## src/hw/motion_irq_params.svh

```systemverilog
// Register map, field positions, reset values and timing of the
// motion interrupt and sample buffer block.
// Assumes a 25 MHz clock and byte-wide registers at their printed offsets.
`ifndef MOTION_IRQ_PARAMS_SVH
`define MOTION_IRQ_PARAMS_SVH
`define ADDR_MOTION_STS 8'h09
`define ADDR_EVENT_STS 8'h0a
`define ADDR_SLOPE_FIRST 8'h0b
`define ADDR_BUF_LEVEL 8'h0c
`define ADDR_PATH_CFG 8'h13
`define ADDR_AXIS_EN 8'h16
`define ADDR_EVENT_EN 8'h17
`define ADDR_ROUTE_A 8'h19
`define ADDR_ROUTE_B 8'h1a
`define ADDR_PIN_CFG 8'h20
`define ADDR_HOLD_CFG 8'h21
`define ADDR_MAJOR_CFG 8'h2a
`define ADDR_OFS_CTRL 8'h36
`define ADDR_OFS_X 8'h38
`define ADDR_OFS_Y 8'h39
`define ADDR_OFS_Z 8'h3a
`define ADDR_BUF_CFG_A 8'h3d
`define ADDR_BUF_CFG_B 8'h3e
`define ADDR_BUF_DATA 8'h3f
`define RST_BYTE 8'h00
`define PATH_OUT_RAW_BIT 0
`define PATH_ENG_RAW_BIT 1
`define MAJ_SIG_EN_BIT 0
`define MAJ_ANY_EN_BIT 1
`define MS_SIG_BIT 0
`define MS_ANY_BIT 2
`define EV_FULL_BIT 5
`define EV_WM_BIT 6
`define EV_NEW_BIT 7
`define HOLD_RST_BIT 7
`define OFS_CLR_BIT 7
`define PIN_HIGH_BIT 0
`define PIN_OD_BIT 1
`define BUF_MODE_MSB 7
`define BUF_MODE_LSB 5
`define SRC_ANY 0
`define SRC_SIG 1
`define SRC_NEW 2
`define SRC_WM 3
`define SRC_FULL 4
`define LATCH_HOLD_LOW 3'b111
`define LATCH_NONE_LOW 3'b000
`define BUF_FRAMES 32
`define BUF_SAMPLES 96
`define CLK_HZ 25000000
`define HZ_PER_MHZ 1000000
`define T_NEW_US 250
`define T_250MS_US 250000
`define T_500MS_US 500000
`define T_1S_US 1000000
`define T_2S_US 2000000
`define T_4S_US 4000000
`define T_8S_US 8000000
`define T_250US_US 250
`define T_500US_US 500
`define T_1MS_US 1000
`define T_12MS5_US 12500
`define T_25MS_US 25000
`define T_50MS_US 50000
`endif

```

## src/hw/motion_irq_pkg.sv

```systemverilog
// Types shared by both ends of the motion interrupt link.
// Constants live in motion_irq_params.svh.
package motion_irq_pkg;
  typedef logic [7:0] reg_byte_t;
  typedef logic [11:0] sample_t;
  typedef logic [2:0] axis_vec_t;
  typedef enum logic [2:0] {
    BUF_BYPASS = 3'b000,
    BUF_FIFO = 3'b001,
    BUF_STREAM_FIFO = 3'b011,
    BUF_BYPASS_STREAM = 3'b100,
    BUF_STREAM = 3'b110
  } buf_mode_t;
  typedef enum logic [2:0] {
    H_IDLE = 3'b001,
    H_OFS_WAIT = 3'b010,
    H_LATCH_FIX = 3'b100
  } host_state_t;
endpackage

```

## src/hw/motion_irq_if.sv

```systemverilog
// Link between the sensor end and the host end: register port and two
// interrupt pins. Pins resolve here; an undriven pin reads high (pull-up).
`timescale 1ns/10ps
`default_nettype none
interface motion_irq_if;
  logic [7:0] addr;
  logic [7:0] wdata;
  logic wr;
  logic rd;
  logic [7:0] rdata;
  logic irq_a_o;
  logic irq_a_oe;
  logic irq_b_o;
  logic irq_b_oe;
  logic irq_pin_a;
  logic irq_pin_b;
  assign irq_pin_a = irq_a_oe ? irq_a_o : 1'b1;
  assign irq_pin_b = irq_b_oe ? irq_b_o : 1'b1;
  modport dev (
    input addr, wdata, wr, rd,
    output rdata, irq_a_o, irq_a_oe, irq_b_o, irq_b_oe
  );
  modport host (
    output addr, wdata, wr, rd,
    input rdata, irq_pin_a, irq_pin_b
  );
endinterface
`default_nettype wire

```

## src/hw/motion_irq_dev.sv

```systemverilog
// Sensor end: interrupt status, latching, pin drive, offset compensation
// and the 96-sample buffer (32 three-axis frames) behind a byte register port.
// Assumes detector hits and samples arrive on i_clk from on-chip logic.
`timescale 1ns/10ps
`default_nettype none
`include "motion_irq_params.svh"
// Function
// - Each source enabled alone sets status, pin
// - Pin is OR of mapped interrupts
// - Motion events OR enabled axis detections
// - Latch code selects non-latched, latched, temporary
// - Temporary mode clears after selected hold
// - Non-latched clears when condition ends
// - Latched clears on reset bit, reasserts
// - Source bit picks filtered or unfiltered data
// - Other statuses fixed: new-data 250us, levels
// - Route bits map each interrupt per pin
// - Pins configurable drive and polarity
// - Add scaled two's complement axis offsets
// - Offset clear bit zeroes all offsets
// - Host updates offsets after new-data interrupt
// - Buffer holds 32 frames or 96 samples
// - Bypass keeps one frame, overwrite sets overrun
// - FIFO mode stops when full
// - Stream mode drops oldest, sets overrun
// - Stream-to-FIFO switches on motion interrupt
// - Bypass-to-stream switches on motion interrupt
// - Switch only when event routed to pin A
// - Three-bit mode field encodes buffer modes
// - Config write clears buffer and level statuses
// - Level reported; overrun clears on read
module motion_irq_dev #(
  parameter int TICK_CYC = `CLK_HZ / `HZ_PER_MHZ
) (
  input wire logic i_clk,
  input wire logic i_rstn,
  motion_irq_if.dev bus,
  input wire logic i_sample_valid,
  input wire motion_irq_pkg::sample_t i_filt_x,
  input wire motion_irq_pkg::sample_t i_filt_y,
  input wire motion_irq_pkg::sample_t i_filt_z,
  input wire motion_irq_pkg::sample_t i_raw_x,
  input wire motion_irq_pkg::sample_t i_raw_y,
  input wire motion_irq_pkg::sample_t i_raw_z,
  input wire motion_irq_pkg::axis_vec_t i_slope_hit_filt,
  input wire motion_irq_pkg::axis_vec_t i_slope_hit_raw,
  input wire motion_irq_pkg::axis_vec_t i_major_hit_filt,
  input wire motion_irq_pkg::axis_vec_t i_major_hit_raw,
  input wire logic [3:0] i_range,
  output logic o_acc_valid,
  output motion_irq_pkg::sample_t o_acc_x,
  output motion_irq_pkg::sample_t o_acc_y,
  output motion_irq_pkg::sample_t o_acc_z
);
  import motion_irq_pkg::*;

  reg_byte_t path_q, axis_en_q, ev_en_q, route_a_q, route_b_q, pin_cfg_q;
  reg_byte_t major_q, bcfg_a_q, bcfg_b_q, rdata_q;
  logic [3:0] hold_q;
  logic [2:0][7:0] ofs_q;
  logic [2:0][11:0] acc_q;
  logic acc_valid_q;

  wire wr_hold = bus.wr && bus.addr == `ADDR_HOLD_CFG;
  wire irq_rst = wr_hold && bus.wdata[`HOLD_RST_BIT];
  wire ofs_clr = bus.wr && bus.addr == `ADDR_OFS_CTRL &&
    bus.wdata[`OFS_CLR_BIT];
  wire cfg_wr = bus.wr && (bus.addr == `ADDR_BUF_CFG_A ||
    bus.addr == `ADDR_BUF_CFG_B);
  wire is_ofs = bus.addr >= `ADDR_OFS_X && bus.addr <= `ADDR_OFS_Z;
  wire [1:0] ofs_idx = 2'(bus.addr - `ADDR_OFS_X);

  always_ff @(posedge i_clk or negedge i_rstn) begin
    if (!i_rstn) begin
      path_q <= `RST_BYTE;
      axis_en_q <= `RST_BYTE;
      ev_en_q <= `RST_BYTE;
      route_a_q <= `RST_BYTE;
      route_b_q <= `RST_BYTE;
      pin_cfg_q <= `RST_BYTE;
      major_q <= `RST_BYTE;
      bcfg_a_q <= `RST_BYTE;
      bcfg_b_q <= `RST_BYTE;
      hold_q <= 4'h0;
    end else if (bus.wr) begin
      case (bus.addr)
        `ADDR_PATH_CFG: path_q <= bus.wdata;
        `ADDR_AXIS_EN: axis_en_q <= bus.wdata;
        `ADDR_EVENT_EN: ev_en_q <= bus.wdata;
        `ADDR_ROUTE_A: route_a_q <= bus.wdata;
        `ADDR_ROUTE_B: route_b_q <= bus.wdata;
        `ADDR_PIN_CFG: pin_cfg_q <= bus.wdata;
        `ADDR_MAJOR_CFG: major_q <= bus.wdata;
        `ADDR_BUF_CFG_A: bcfg_a_q <= bus.wdata;
        `ADDR_BUF_CFG_B: bcfg_b_q <= bus.wdata;
        `ADDR_HOLD_CFG: hold_q <= bus.wdata[3:0];
        default: ;
      endcase
    end
  end

  // Offsets: clear and write never share an address
  always_ff @(posedge i_clk or negedge i_rstn) begin
    if (!i_rstn) ofs_q <= '0;
    else if (ofs_clr) ofs_q <= '0;
    else if (bus.wr && is_ofs) ofs_q[ofs_idx] <= bus.wdata;
  end

  // Microsecond tick keeps hold counters short
  logic [11:0] tick_q;
  wire us_tick = tick_q == 12'(TICK_CYC - 1);
  always_ff @(posedge i_clk or negedge i_rstn) begin
    if (!i_rstn) tick_q <= 12'h0;
    else tick_q <= us_tick ? 12'h0 : tick_q + 12'h1;
  end

  wire eng_raw = path_q[`PATH_ENG_RAW_BIT];
  wire [2:0] slope_hit = eng_raw ? i_slope_hit_raw : i_slope_hit_filt;
  wire [2:0] major_hit = eng_raw ? i_major_hit_raw : i_major_hit_filt;
  wire [2:0] slope_axes = slope_hit & axis_en_q[2:0];
  wire any_cond = major_q[`MAJ_ANY_EN_BIT] && |slope_axes;
  wire sig_cond = major_q[`MAJ_SIG_EN_BIT] &&
    |(major_hit & axis_en_q[2:0]);
  wire [1:0] mot_cond = {sig_cond, any_cond};
  wire mode_none = hold_q[2:0] == `LATCH_NONE_LOW;
  wire mode_latch = hold_q[2:0] == `LATCH_HOLD_LOW;

  function automatic logic [23:0] hold_time(input logic [3:0] c);
    case (c)
      4'h1: hold_time = 24'(`T_250MS_US);
      4'h2: hold_time = 24'(`T_500MS_US);
      4'h3: hold_time = 24'(`T_1S_US);
      4'h4: hold_time = 24'(`T_2S_US);
      4'h5: hold_time = 24'(`T_4S_US);
      4'h6: hold_time = 24'(`T_8S_US);
      4'h9: hold_time = 24'(`T_250US_US);
      4'ha: hold_time = 24'(`T_500US_US);
      4'hb: hold_time = 24'(`T_1MS_US);
      4'hc: hold_time = 24'(`T_12MS5_US);
      4'hd: hold_time = 24'(`T_25MS_US);
      4'he: hold_time = 24'(`T_50MS_US);
      default: hold_time = 24'h1;
    endcase
  endfunction
  wire [23:0] hold_us = hold_time(hold_q);

  logic [1:0] mot_sts;
  for (genvar m = 0; m < 2; m++) begin : g_mot
    logic sts_q;
    logic [23:0] left_q;
    wire expire = sts_q && us_tick && left_q <= 24'h1;
    wire load = mot_cond[m] && (!sts_q || expire);
    wire temp_d = load || (sts_q && !expire);
    wire latch_d = mot_cond[m] || (sts_q && !irq_rst);
    wire sts_d = mode_none ? mot_cond[m] :
      mode_latch ? latch_d : temp_d;
    assign mot_sts[m] = sts_q;
    always_ff @(posedge i_clk or negedge i_rstn) begin
      if (!i_rstn) begin
        sts_q <= 1'b0;
        left_q <= 24'h0;
      end else begin
        sts_q <= sts_d;
        if (load) left_q <= hold_us;
        else if (us_tick && left_q != 24'h0) left_q <= left_q - 24'h1;
      end
    end
  end

  // Axes that raised the first any-motion assertion
  logic [2:0] first_q;
  always_ff @(posedge i_clk or negedge i_rstn) begin
    if (!i_rstn) first_q <= 3'h0;
    else if (any_cond && !mot_sts[`SRC_ANY]) first_q <= slope_axes;
  end

  // New-data status self-clears; a fresh sample reloads (set wins)
  logic nd_q;
  logic [8:0] nd_left_q;
  wire nd_set = i_sample_valid && ev_en_q[`EV_NEW_BIT];
  always_ff @(posedge i_clk or negedge i_rstn) begin
    if (!i_rstn) begin
      nd_q <= 1'b0;
      nd_left_q <= 9'h0;
    end else if (nd_set) begin
      nd_q <= 1'b1;
      nd_left_q <= 9'(`T_NEW_US);
    end else if (!ev_en_q[`EV_NEW_BIT]) begin
      nd_q <= 1'b0;
    end else if (us_tick && nd_q) begin
      nd_left_q <= nd_left_q - 9'h1;
      if (nd_left_q <= 9'h1) nd_q <= 1'b0;
    end
  end

  // Offset compensation, one step is 7.81 mg in every range
  wire [1:0] ofs_sh = i_range == 4'h3 ? 2'd3 : i_range == 4'h5 ? 2'd2 : 2'd1;
  wire out_raw = path_q[`PATH_OUT_RAW_BIT];
  wire [2:0][11:0] raw_v = {i_raw_z, i_raw_y, i_raw_x};
  wire [2:0][11:0] filt_v = {i_filt_z, i_filt_y, i_filt_x};
  logic [2:0][11:0] comp_v;
  for (genvar a = 0; a < 3; a++) begin : g_axis
    wire [11:0] ext = {{4{ofs_q[a][7]}}, ofs_q[a]} << ofs_sh;
    assign comp_v[a] = (out_raw ? raw_v[a] : filt_v[a]) + ext;
  end
  always_ff @(posedge i_clk or negedge i_rstn) begin
    if (!i_rstn) begin
      acc_q <= '0;
      acc_valid_q <= 1'b0;
    end else begin
      acc_valid_q <= i_sample_valid;
      if (i_sample_valid) acc_q <= comp_v;
    end
  end

  // Sample buffer: pointers count samples, level counts frames
  logic [6:0] level_q, rp_q, wp_q;
  logic [2:0] bcnt_q;
  logic ovr_q, trig_q;
  logic [11:0] mem_q [`BUF_SAMPLES];
  wire [2:0] bmode = bcfg_b_q[`BUF_MODE_MSB:`BUF_MODE_LSB];
  wire xyz = bcfg_b_q[1:0] == 2'b00;
  wire [6:0] fsz = xyz ? 7'd3 : 7'd1;
  wire trig_ev = |(mot_sts & route_a_q[1:0]);
  buf_mode_t eff;
  assign eff = bmode == BUF_STREAM_FIFO ?
      (trig_q ? BUF_FIFO : BUF_STREAM) :
    bmode == BUF_BYPASS_STREAM ?
      (trig_q ? BUF_STREAM : BUF_BYPASS) :
    bmode == BUF_FIFO ? BUF_FIFO :
    bmode == BUF_STREAM ? BUF_STREAM : BUF_BYPASS;
  wire [6:0] cap = eff == BUF_BYPASS ? 7'd1 :
    xyz ? 7'(`BUF_FRAMES) : 7'(`BUF_SAMPLES);
  wire full = level_q == cap;
  wire rd_data = bus.rd && bus.addr == `ADDR_BUF_DATA;
  wire last_byte = bcnt_q == (xyz ? 3'd5 : 3'd1);
  // A frame left half read is dropped at the next read of another address
  wire pop = level_q != 7'h0 && ((rd_data && last_byte) ||
    (bus.rd && !rd_data && bcnt_q != 3'h0));
  wire push = i_sample_valid && !(eff == BUF_FIFO && full && !pop);
  wire drop = push && full && !pop;

  function automatic logic [6:0] wrap(input logic [6:0] p,
      input logic [6:0] n);
    logic [7:0] s;
    s = {1'b0, p} + {1'b0, n};
    wrap = s >= 8'(`BUF_SAMPLES) ? 7'(s - 8'(`BUF_SAMPLES)) : s[6:0];
  endfunction
  wire [6:0] wp1 = wrap(wp_q, 7'd1);
  wire [6:0] wp2 = wrap(wp_q, 7'd2);
  wire [1:0] one_ax = bcfg_b_q[1:0] - 2'd1;
  wire [11:0] one_v = comp_v[one_ax];

  for (genvar e = 0; e < `BUF_SAMPLES; e++) begin : g_mem
    always_ff @(posedge i_clk) begin
      if (push && e == wp_q) mem_q[e] <= xyz ? comp_v[0] : one_v;
      else if (push && xyz && e == wp1) mem_q[e] <= comp_v[1];
      else if (push && xyz && e == wp2) mem_q[e] <= comp_v[2];
    end
  end

  always_ff @(posedge i_clk or negedge i_rstn) begin
    if (!i_rstn) begin
      level_q <= 7'h0;
      rp_q <= 7'h0;
      wp_q <= 7'h0;
      ovr_q <= 1'b0;
      bcnt_q <= 3'h0;
    end else if (cfg_wr) begin
      level_q <= 7'h0;
      rp_q <= 7'h0;
      wp_q <= 7'h0;
      ovr_q <= 1'b0;
      bcnt_q <= 3'h0;
    end else begin
      if (pop || drop) rp_q <= wrap(rp_q, fsz);
      if (push) wp_q <= wrap(wp_q, fsz);
      level_q <= level_q + 7'(push) - 7'(pop) - 7'(drop);
      ovr_q <= (i_sample_valid && full) || (ovr_q && !pop);
      if (pop || (bus.rd && !rd_data)) bcnt_q <= 3'h0;
      else if (rd_data && level_q != 7'h0) bcnt_q <= bcnt_q + 3'h1;
    end
  end

  // Trigger holds until the buffer is reconfigured; set wins
  always_ff @(posedge i_clk or negedge i_rstn) begin
    if (!i_rstn) trig_q <= 1'b0;
    else trig_q <= trig_ev || (trig_q && !cfg_wr);
  end

  wire [6:0] wm_lvl = bcfg_a_q[6:0];
  wire wm_sts = ev_en_q[`EV_WM_BIT] && wm_lvl != 7'h0 &&
    level_q >= wm_lvl;
  wire full_sts = ev_en_q[`EV_FULL_BIT] && full;
  wire [4:0] src = {full_sts, wm_sts, nd_q, mot_sts};

  wire [11:0] rd_smp = mem_q[wrap(rp_q, {5'h0, bcnt_q[2:1]})];
  wire [7:0] buf_byte = level_q == 7'h0 ? 8'h00 :
    bcnt_q[0] ? rd_smp[11:4] : {rd_smp[3:0], 4'h0};

  reg_byte_t rd_mux;
  always_comb begin
    case (bus.addr)
      `ADDR_MOTION_STS: rd_mux = {5'h0, mot_sts[`SRC_ANY], 1'b0,
        mot_sts[`SRC_SIG]};
      `ADDR_EVENT_STS: rd_mux = {nd_q, wm_sts, full_sts, 5'h0};
      `ADDR_SLOPE_FIRST: rd_mux = {5'h0, first_q};
      `ADDR_BUF_LEVEL: rd_mux = {ovr_q, level_q};
      `ADDR_PATH_CFG: rd_mux = path_q;
      `ADDR_AXIS_EN: rd_mux = axis_en_q;
      `ADDR_EVENT_EN: rd_mux = ev_en_q;
      `ADDR_ROUTE_A: rd_mux = route_a_q;
      `ADDR_ROUTE_B: rd_mux = route_b_q;
      `ADDR_PIN_CFG: rd_mux = pin_cfg_q;
      `ADDR_HOLD_CFG: rd_mux = {4'h0, hold_q};
      `ADDR_MAJOR_CFG: rd_mux = major_q;
      `ADDR_OFS_X: rd_mux = ofs_q[0];
      `ADDR_OFS_Y: rd_mux = ofs_q[1];
      `ADDR_OFS_Z: rd_mux = ofs_q[2];
      `ADDR_BUF_CFG_A: rd_mux = bcfg_a_q;
      `ADDR_BUF_CFG_B: rd_mux = bcfg_b_q;
      `ADDR_BUF_DATA: rd_mux = buf_byte;
      default: rd_mux = 8'h00;
    endcase
  end

  // Pin drive: open drain can only pull low, release floats high
  logic [1:0] pin_o_q, pin_oe_q;
  wire [1:0][7:0] route_v = {route_b_q, route_a_q};
  for (genvar p = 0; p < 2; p++) begin : g_pin
    wire act = |(src & route_v[p][4:0]);
    wire lvl = pin_cfg_q[2*p+`PIN_HIGH_BIT] ? act : !act;
    wire od = pin_cfg_q[2*p+`PIN_OD_BIT];
    always_ff @(posedge i_clk or negedge i_rstn) begin
      if (!i_rstn) begin
        pin_o_q[p] <= 1'b0;
        pin_oe_q[p] <= 1'b0;
      end else begin
        pin_o_q[p] <= od ? 1'b0 : lvl;
        pin_oe_q[p] <= od ? !lvl : 1'b1;
      end
    end
  end

  always_ff @(posedge i_clk or negedge i_rstn) begin
    if (!i_rstn) rdata_q <= 8'h00;
    else rdata_q <= bus.rd ? rd_mux : 8'h00;
  end

  assign bus.rdata = rdata_q;
  assign bus.irq_a_o = pin_o_q[0];
  assign bus.irq_a_oe = pin_oe_q[0];
  assign bus.irq_b_o = pin_o_q[1];
  assign bus.irq_b_oe = pin_oe_q[1];
  assign o_acc_valid = acc_valid_q;
  assign o_acc_x = acc_q[0];
  assign o_acc_y = acc_q[1];
  assign o_acc_z = acc_q[2];
endmodule
`default_nettype wire

```

## src/flat_wrapper.sv

```systemverilog
// flat-port wrapper written by rule: the top's interface ports become plain ports
module motion_irq_dev_flat import motion_irq_pkg::*;
#(
  parameter int TICK_CYC = `CLK_HZ / `HZ_PER_MHZ
)
  (i_clk, i_rstn, i_sample_valid, i_filt_x, i_filt_y, i_filt_z, i_raw_x, i_raw_y, i_raw_z, i_slope_hit_filt, i_slope_hit_raw, i_major_hit_filt, i_major_hit_raw, i_range, o_acc_valid, o_acc_x, o_acc_y, o_acc_z, bus_addr, bus_wdata, bus_wr, bus_rd, bus_rdata, bus_irq_a_o, bus_irq_a_oe, bus_irq_b_o, bus_irq_b_oe);
  motion_irq_if bus_i ();
  input wire logic i_clk;
  input wire logic i_rstn;
  input wire logic i_sample_valid;
  input wire motion_irq_pkg::sample_t i_filt_x;
  input wire motion_irq_pkg::sample_t i_filt_y;
  input wire motion_irq_pkg::sample_t i_filt_z;
  input wire motion_irq_pkg::sample_t i_raw_x;
  input wire motion_irq_pkg::sample_t i_raw_y;
  input wire motion_irq_pkg::sample_t i_raw_z;
  input wire motion_irq_pkg::axis_vec_t i_slope_hit_filt;
  input wire motion_irq_pkg::axis_vec_t i_slope_hit_raw;
  input wire motion_irq_pkg::axis_vec_t i_major_hit_filt;
  input wire motion_irq_pkg::axis_vec_t i_major_hit_raw;
  input wire logic [3:0] i_range;
  output logic o_acc_valid;
  output motion_irq_pkg::sample_t o_acc_x;
  output motion_irq_pkg::sample_t o_acc_y;
  output motion_irq_pkg::sample_t o_acc_z;
  input wire logic [$bits(bus_i.addr)-1:0] bus_addr;
  input wire logic [$bits(bus_i.wdata)-1:0] bus_wdata;
  input wire logic [$bits(bus_i.wr)-1:0] bus_wr;
  input wire logic [$bits(bus_i.rd)-1:0] bus_rd;
  output wire logic [$bits(bus_i.rdata)-1:0] bus_rdata;
  output wire logic [$bits(bus_i.irq_a_o)-1:0] bus_irq_a_o;
  output wire logic [$bits(bus_i.irq_a_oe)-1:0] bus_irq_a_oe;
  output wire logic [$bits(bus_i.irq_b_o)-1:0] bus_irq_b_o;
  output wire logic [$bits(bus_i.irq_b_oe)-1:0] bus_irq_b_oe;
  assign bus_i.addr = bus_addr;
  assign bus_i.wdata = bus_wdata;
  assign bus_i.wr = bus_wr;
  assign bus_i.rd = bus_rd;
  assign bus_rdata = bus_i.rdata;
  assign bus_irq_a_o = bus_i.irq_a_o;
  assign bus_irq_a_oe = bus_i.irq_a_oe;
  assign bus_irq_b_o = bus_i.irq_b_o;
  assign bus_irq_b_oe = bus_i.irq_b_oe;
  motion_irq_dev #(.TICK_CYC(TICK_CYC)) u_core (.i_clk(i_clk), .i_rstn(i_rstn), .bus(bus_i), .i_sample_valid(i_sample_valid), .i_filt_x(i_filt_x), .i_filt_y(i_filt_y), .i_filt_z(i_filt_z), .i_raw_x(i_raw_x), .i_raw_y(i_raw_y), .i_raw_z(i_raw_z), .i_slope_hit_filt(i_slope_hit_filt), .i_slope_hit_raw(i_slope_hit_raw), .i_major_hit_filt(i_major_hit_filt), .i_major_hit_raw(i_major_hit_raw), .i_range(i_range), .o_acc_valid(o_acc_valid), .o_acc_x(o_acc_x), .o_acc_y(o_acc_y), .o_acc_z(o_acc_z));
endmodule
```

## config.mk

```make
export PLATFORM = sky130hd
export DESIGN_NAME = motion_irq_dev_flat
export DESIGN_NICKNAME = d
export VERILOG_FILES = /design/src/hw/motion_irq_pkg.sv /design/src/hw/motion_irq_if.sv /design/src/hw/motion_irq_dev.sv /design/src/flat_wrapper.sv
export VERILOG_INCLUDE_DIRS = /design/src /design/src/hw
export SDC_FILE = /design/constraint.sdc
export NUM_CORES = 2
export LEC_CHECK = 0
export BUFFER_PORTS_ARGS = -buffer_cell sky130_fd_sc_hd__buf_2
export CORE_UTILIZATION = 50
export DETAILED_ROUTE_END_ITERATION = 10
export PLACE_DENSITY = 0.72
export SYNTH_ARGS = -nofsm -noshare
export SYNTH_HDL_FRONTEND = slang
export SYNTH_SLANG_ARGS = --single-unit
export TNS_END_PERCENT = 50
```

## constraint.sdc

```tcl
create_clock -name i_clk -period 4.02 [get_ports i_clk]
set_input_delay 0 -clock i_clk [delete_from_list [all_inputs] [get_ports i_clk]]
set_output_delay 0 -clock i_clk [all_outputs]
set_load 0.005 [all_outputs]
```

==> results.cfg <==
[status]
status = finished, violations left
violations = negative setup slack

[yosys]
synth_seq_cells = 1402
yosysTopAreaCell = edfxtp_1
ys_seq_area_frac = 0.482
async_flop_share = 0.178
synth_area_per_cell_um2 = 10.2
ys_types = 97
yosys_warnings = 0
synth_top_area_share = 0.409
synth-edff-count = 1152
syn_area_um2 = 84700
yosys-top-cells-area = edfxtp_1, mux4_2, dfrtp_1
synth_flop_cell = edfxtp_1
synth.most_common_cell = nand2_1
yosys-top-cells-count = nand2_1, edfxtp_1, o21ai_0
syn_inst = 8320

[cts]
cts_max_path_buffers = 3
clock-sinks = 1402
clk_latency_ps = 850
cts.htree.levels = 4
cts_buffers = 158
cts_root_buf = clkbuf_16
cts_tree = done
clk_pin_slew_ps = 60

[power_and_ir_drop]
power.leakage_nw = 35.6
powerDensity_nw_per_um2 = 570
irDropWorstVdd_mv = 0.522

[critical_path]
path_max_fanout = 17
rr_worst_depth = 6
cp_top_family = simple AND/OR/NAND/NOR gates
cp.required_ps = 4560
crit_path_end_kind = flop
path_class = reg2reg
start_kind = flop
r2r_slack_ps = -50
worst_ep_arrival_time_ps = 4610
cpMaxStageDelayCell = nor4_2
path_cells = nand2_1 -> buf_4 -> nor4_2 -> nand3_1 -> o211ai_1 -> o21ai_0
worstSetupPathDepth = 6
r2r-end = u_core.mem_q[36][6]$_DFFE_PP_
timing.rr.start = u_core.wp_q[0]$_DFFE_PN0P_
slowest_delay_ps = 980
path_buf_inv = 1
crit_start = u_core.wp_q[0]$_DFFE_PN0P_

[sta]
fin_skew_ps = 29.5
fmax_mhz = 246
maxSlewViolCount = 0
timing.final.crit_share = 1.01
post-route-min-period_ps = 4070
hold_viol_final = 0
worst_pin_slew_ps = 1390
setup_violations = 7
setup_ws_ps = -47.6
rsz0062_at_grt = true
slew_headroom = 0.0697

[grt]
grt_max_degree = 109
grt.overflow.total = 0
grt_antenna_before_repair = 12
grt_pass1_vias = 71600
grt_pass1_wl_um = 482000
track_usage = 0.382

[floorplan]
dieArea_um2 = 171000
start_util = 0.505
fp.dieH_um = 414
die_x_um = 414
rows = 150
core_um2 = 168000
ios = 158

[worst_hold_path]
hold_start = bus_addr[6]
worst_hold_path_type = in2reg
whs_endpoint = u_core.bus.rdata[5]$_DFF_PN0_
hold_depth = 6

[cells_and_area]
instances_no_fill = 10900
drive_gt1_frac = 0.208
final_area_um2 = 98000
fill_cells = 13600
syn_to_final_growth_pct = 15.7
final_nets = 8742

[route]
vias = 75900
wl_per_cell_um = 30.7
routed_wl_um = 334000
first_pass_iters = 11
vias_per_cell = 6.97
drt_first_iter_violations = 12100
drcViolationCount = 0
postRouteAntennaNets = 0

[place]
io_buffers = 157
gp_congestion = 1.09
dp_cells = 10500
dp_hpwl_um = 226000
placedInstanceArea_um2 = 91900
pre_cts_ws_ps = -145

[flow_run]
cap_violations = 0
worst max path at each step:
stage | slack (ps) | endpoint
4_1_cts | 7 | u_core.mem_q[34][11]$_DFFE_PP_
3_3_place_gp | -80 | u_core.bus.rdata[4]$_DFF_PN0_
3_5_place_dp | -140 | u_core.bus.rdata[4]$_DFF_PN0_
2_1_floorplan | -30 | u_core.level_q[5]$_DFF_PN0_
5_1_grt | -100 | u_core.mem_q[30][11]$_DFFE_PP_
6_report | -50 | u_core.mem_q[36][6]$_DFFE_PP_
layout by cell type, fill, tap and decap left out, types with 52 or more instances in the layout:
cell type  count
o21ai_1       71
nand2_1     1270
mux4_2       351
xnor2_1       52
inv_1         60
edfxtp_1    1152
nor2_1       680
ha_1          70
nor3_1        52
buf_2        156
o211ai_1     713
xor2_1        55
nand3_1      100
o22ai_1      269
a21oi_1      398
dfrtp_1      248
buf_4        609
mux2_2       151
clkbuf_16    166
buf_12       127
o21ai_0     1083
a31oi_1       71
mux2i_1       62
worst register-to-register path, delay by kind of cell, from the launching register on:
kind / cells / cell delay, ps
DFF: 1 / 730
buffers and inverters: 1 / 300
AOI/OAI and AO/OA: 2 / 550
and+or+nand+nor: 3 / 2200
metrics by stage:
| stage | total power, W | util | TNS, ps | hold slack [ps] |
|---|---|---|---|---|
| 6_report | 0.0559 | 0.585 | -173 | 31.6 |
| 5_1_grt | 0.0572 | 0.585 | -746 | 62.2 |
| 4_1_cts | 0.0546 | 0.581 | 0 | 0.669 |
| 3_5_place_dp | 0.0402 | 0.548 | -268 | 136 |
| 3_3_place_gp | 0.0398 | 0.548 | -84.9 | 121 |
| 2_1_floorplan | 0.0311 | - | -29.5 | -296 |
repair_timing:
action,CTS,global route
hold buffers,39,0
cloned,0,5
endpoints found under the setup margin,52,739
pin swaps,0,9
endpoints found under the hold margin,399,0
gates resized for setup,8,64
setup buffers,0,16
cell families after synthesis:
| kind of cell | Yosys count | share of synthesized area |
|---|---|---|
| AO/OA/AOI/OAI | 2831 | 0.203 |
| XOR/XNOR | 133 | 0.0138 |
| adder cells (fa/ha/maj) | 82 | 0.0127 |
| buffers and inverters | 939 | 0.0485 |
| flip-flops | 1402 | 0.482 |
| multiplexers | 569 | 0.121 |
| other | 1 | 0.0000443 |
| AND/OR/NAND/NOR | 2363 | 0.119 |
state kept, by name, summed over array words and instances (netlist names), 4 cells and up:
register and cells:
u_core.mem_q 1152, u_core.g_mot.left_q 48, u_core.ofs_q 24, u_core.o_acc_x 12
u_core.o_acc_y 12, u_core.o_acc_z 12, u_core.tick_q 12, u_core.nd_left_q 9
u_core.axis_en_q 8, u_core.bcfg_a_q 8, u_core.bcfg_b_q 8, u_core.bus.rdata 8
u_core.ev_en_q 8, u_core.major_q 8, u_core.path_q 8, u_core.pin_cfg_q 8
u_core.route_a_q 8, u_core.route_b_q 8, u_core.level_q 7, u_core.rp_q 7
u_core.wp_q 7, u_core.hold_q 4
metal layers:
layer | up-vias | global-route usage | part of all wire | wire (um)
met2 | 5964 | 0.583 | 0.45 | 149000
li1 | 31900 | - | - | -
met1 | 36900 | 0.499 | 0.36 | 119000
met3 | 1145 | 0.0946 | 0.13 | 44100
met5 | - | 0 | 0.00057 | 189
met4 | 28 | 0.214 | 0.066 | 22000
final cells by class:
| class | count | area, um2 | share of cell area |
|---|---|---|---|
| repair buffers | 947 | 8630 | 0.0881 |
| diodes | 2 | 5.00 | 0.0000511 |
| inverters | 61 | 229 | 0.00234 |
| clock buffers | 211 | 4250 | 0.0433 |
| multi-input cells | 5981 | 40500 | 0.413 |
| well taps | 2204 | 2760 | 0.0281 |
| flip-flops and latches | 1402 | 40900 | 0.417 |
| clock inverters | 81 | 795 | 0.00811 |
report_power, final:
part	switching (W)	internal (W)
registers	0.000620	0.0177
logic	0.0142	0.00873
clock network	0.00638	0.00823
Power figures use the tool's default switching activity.
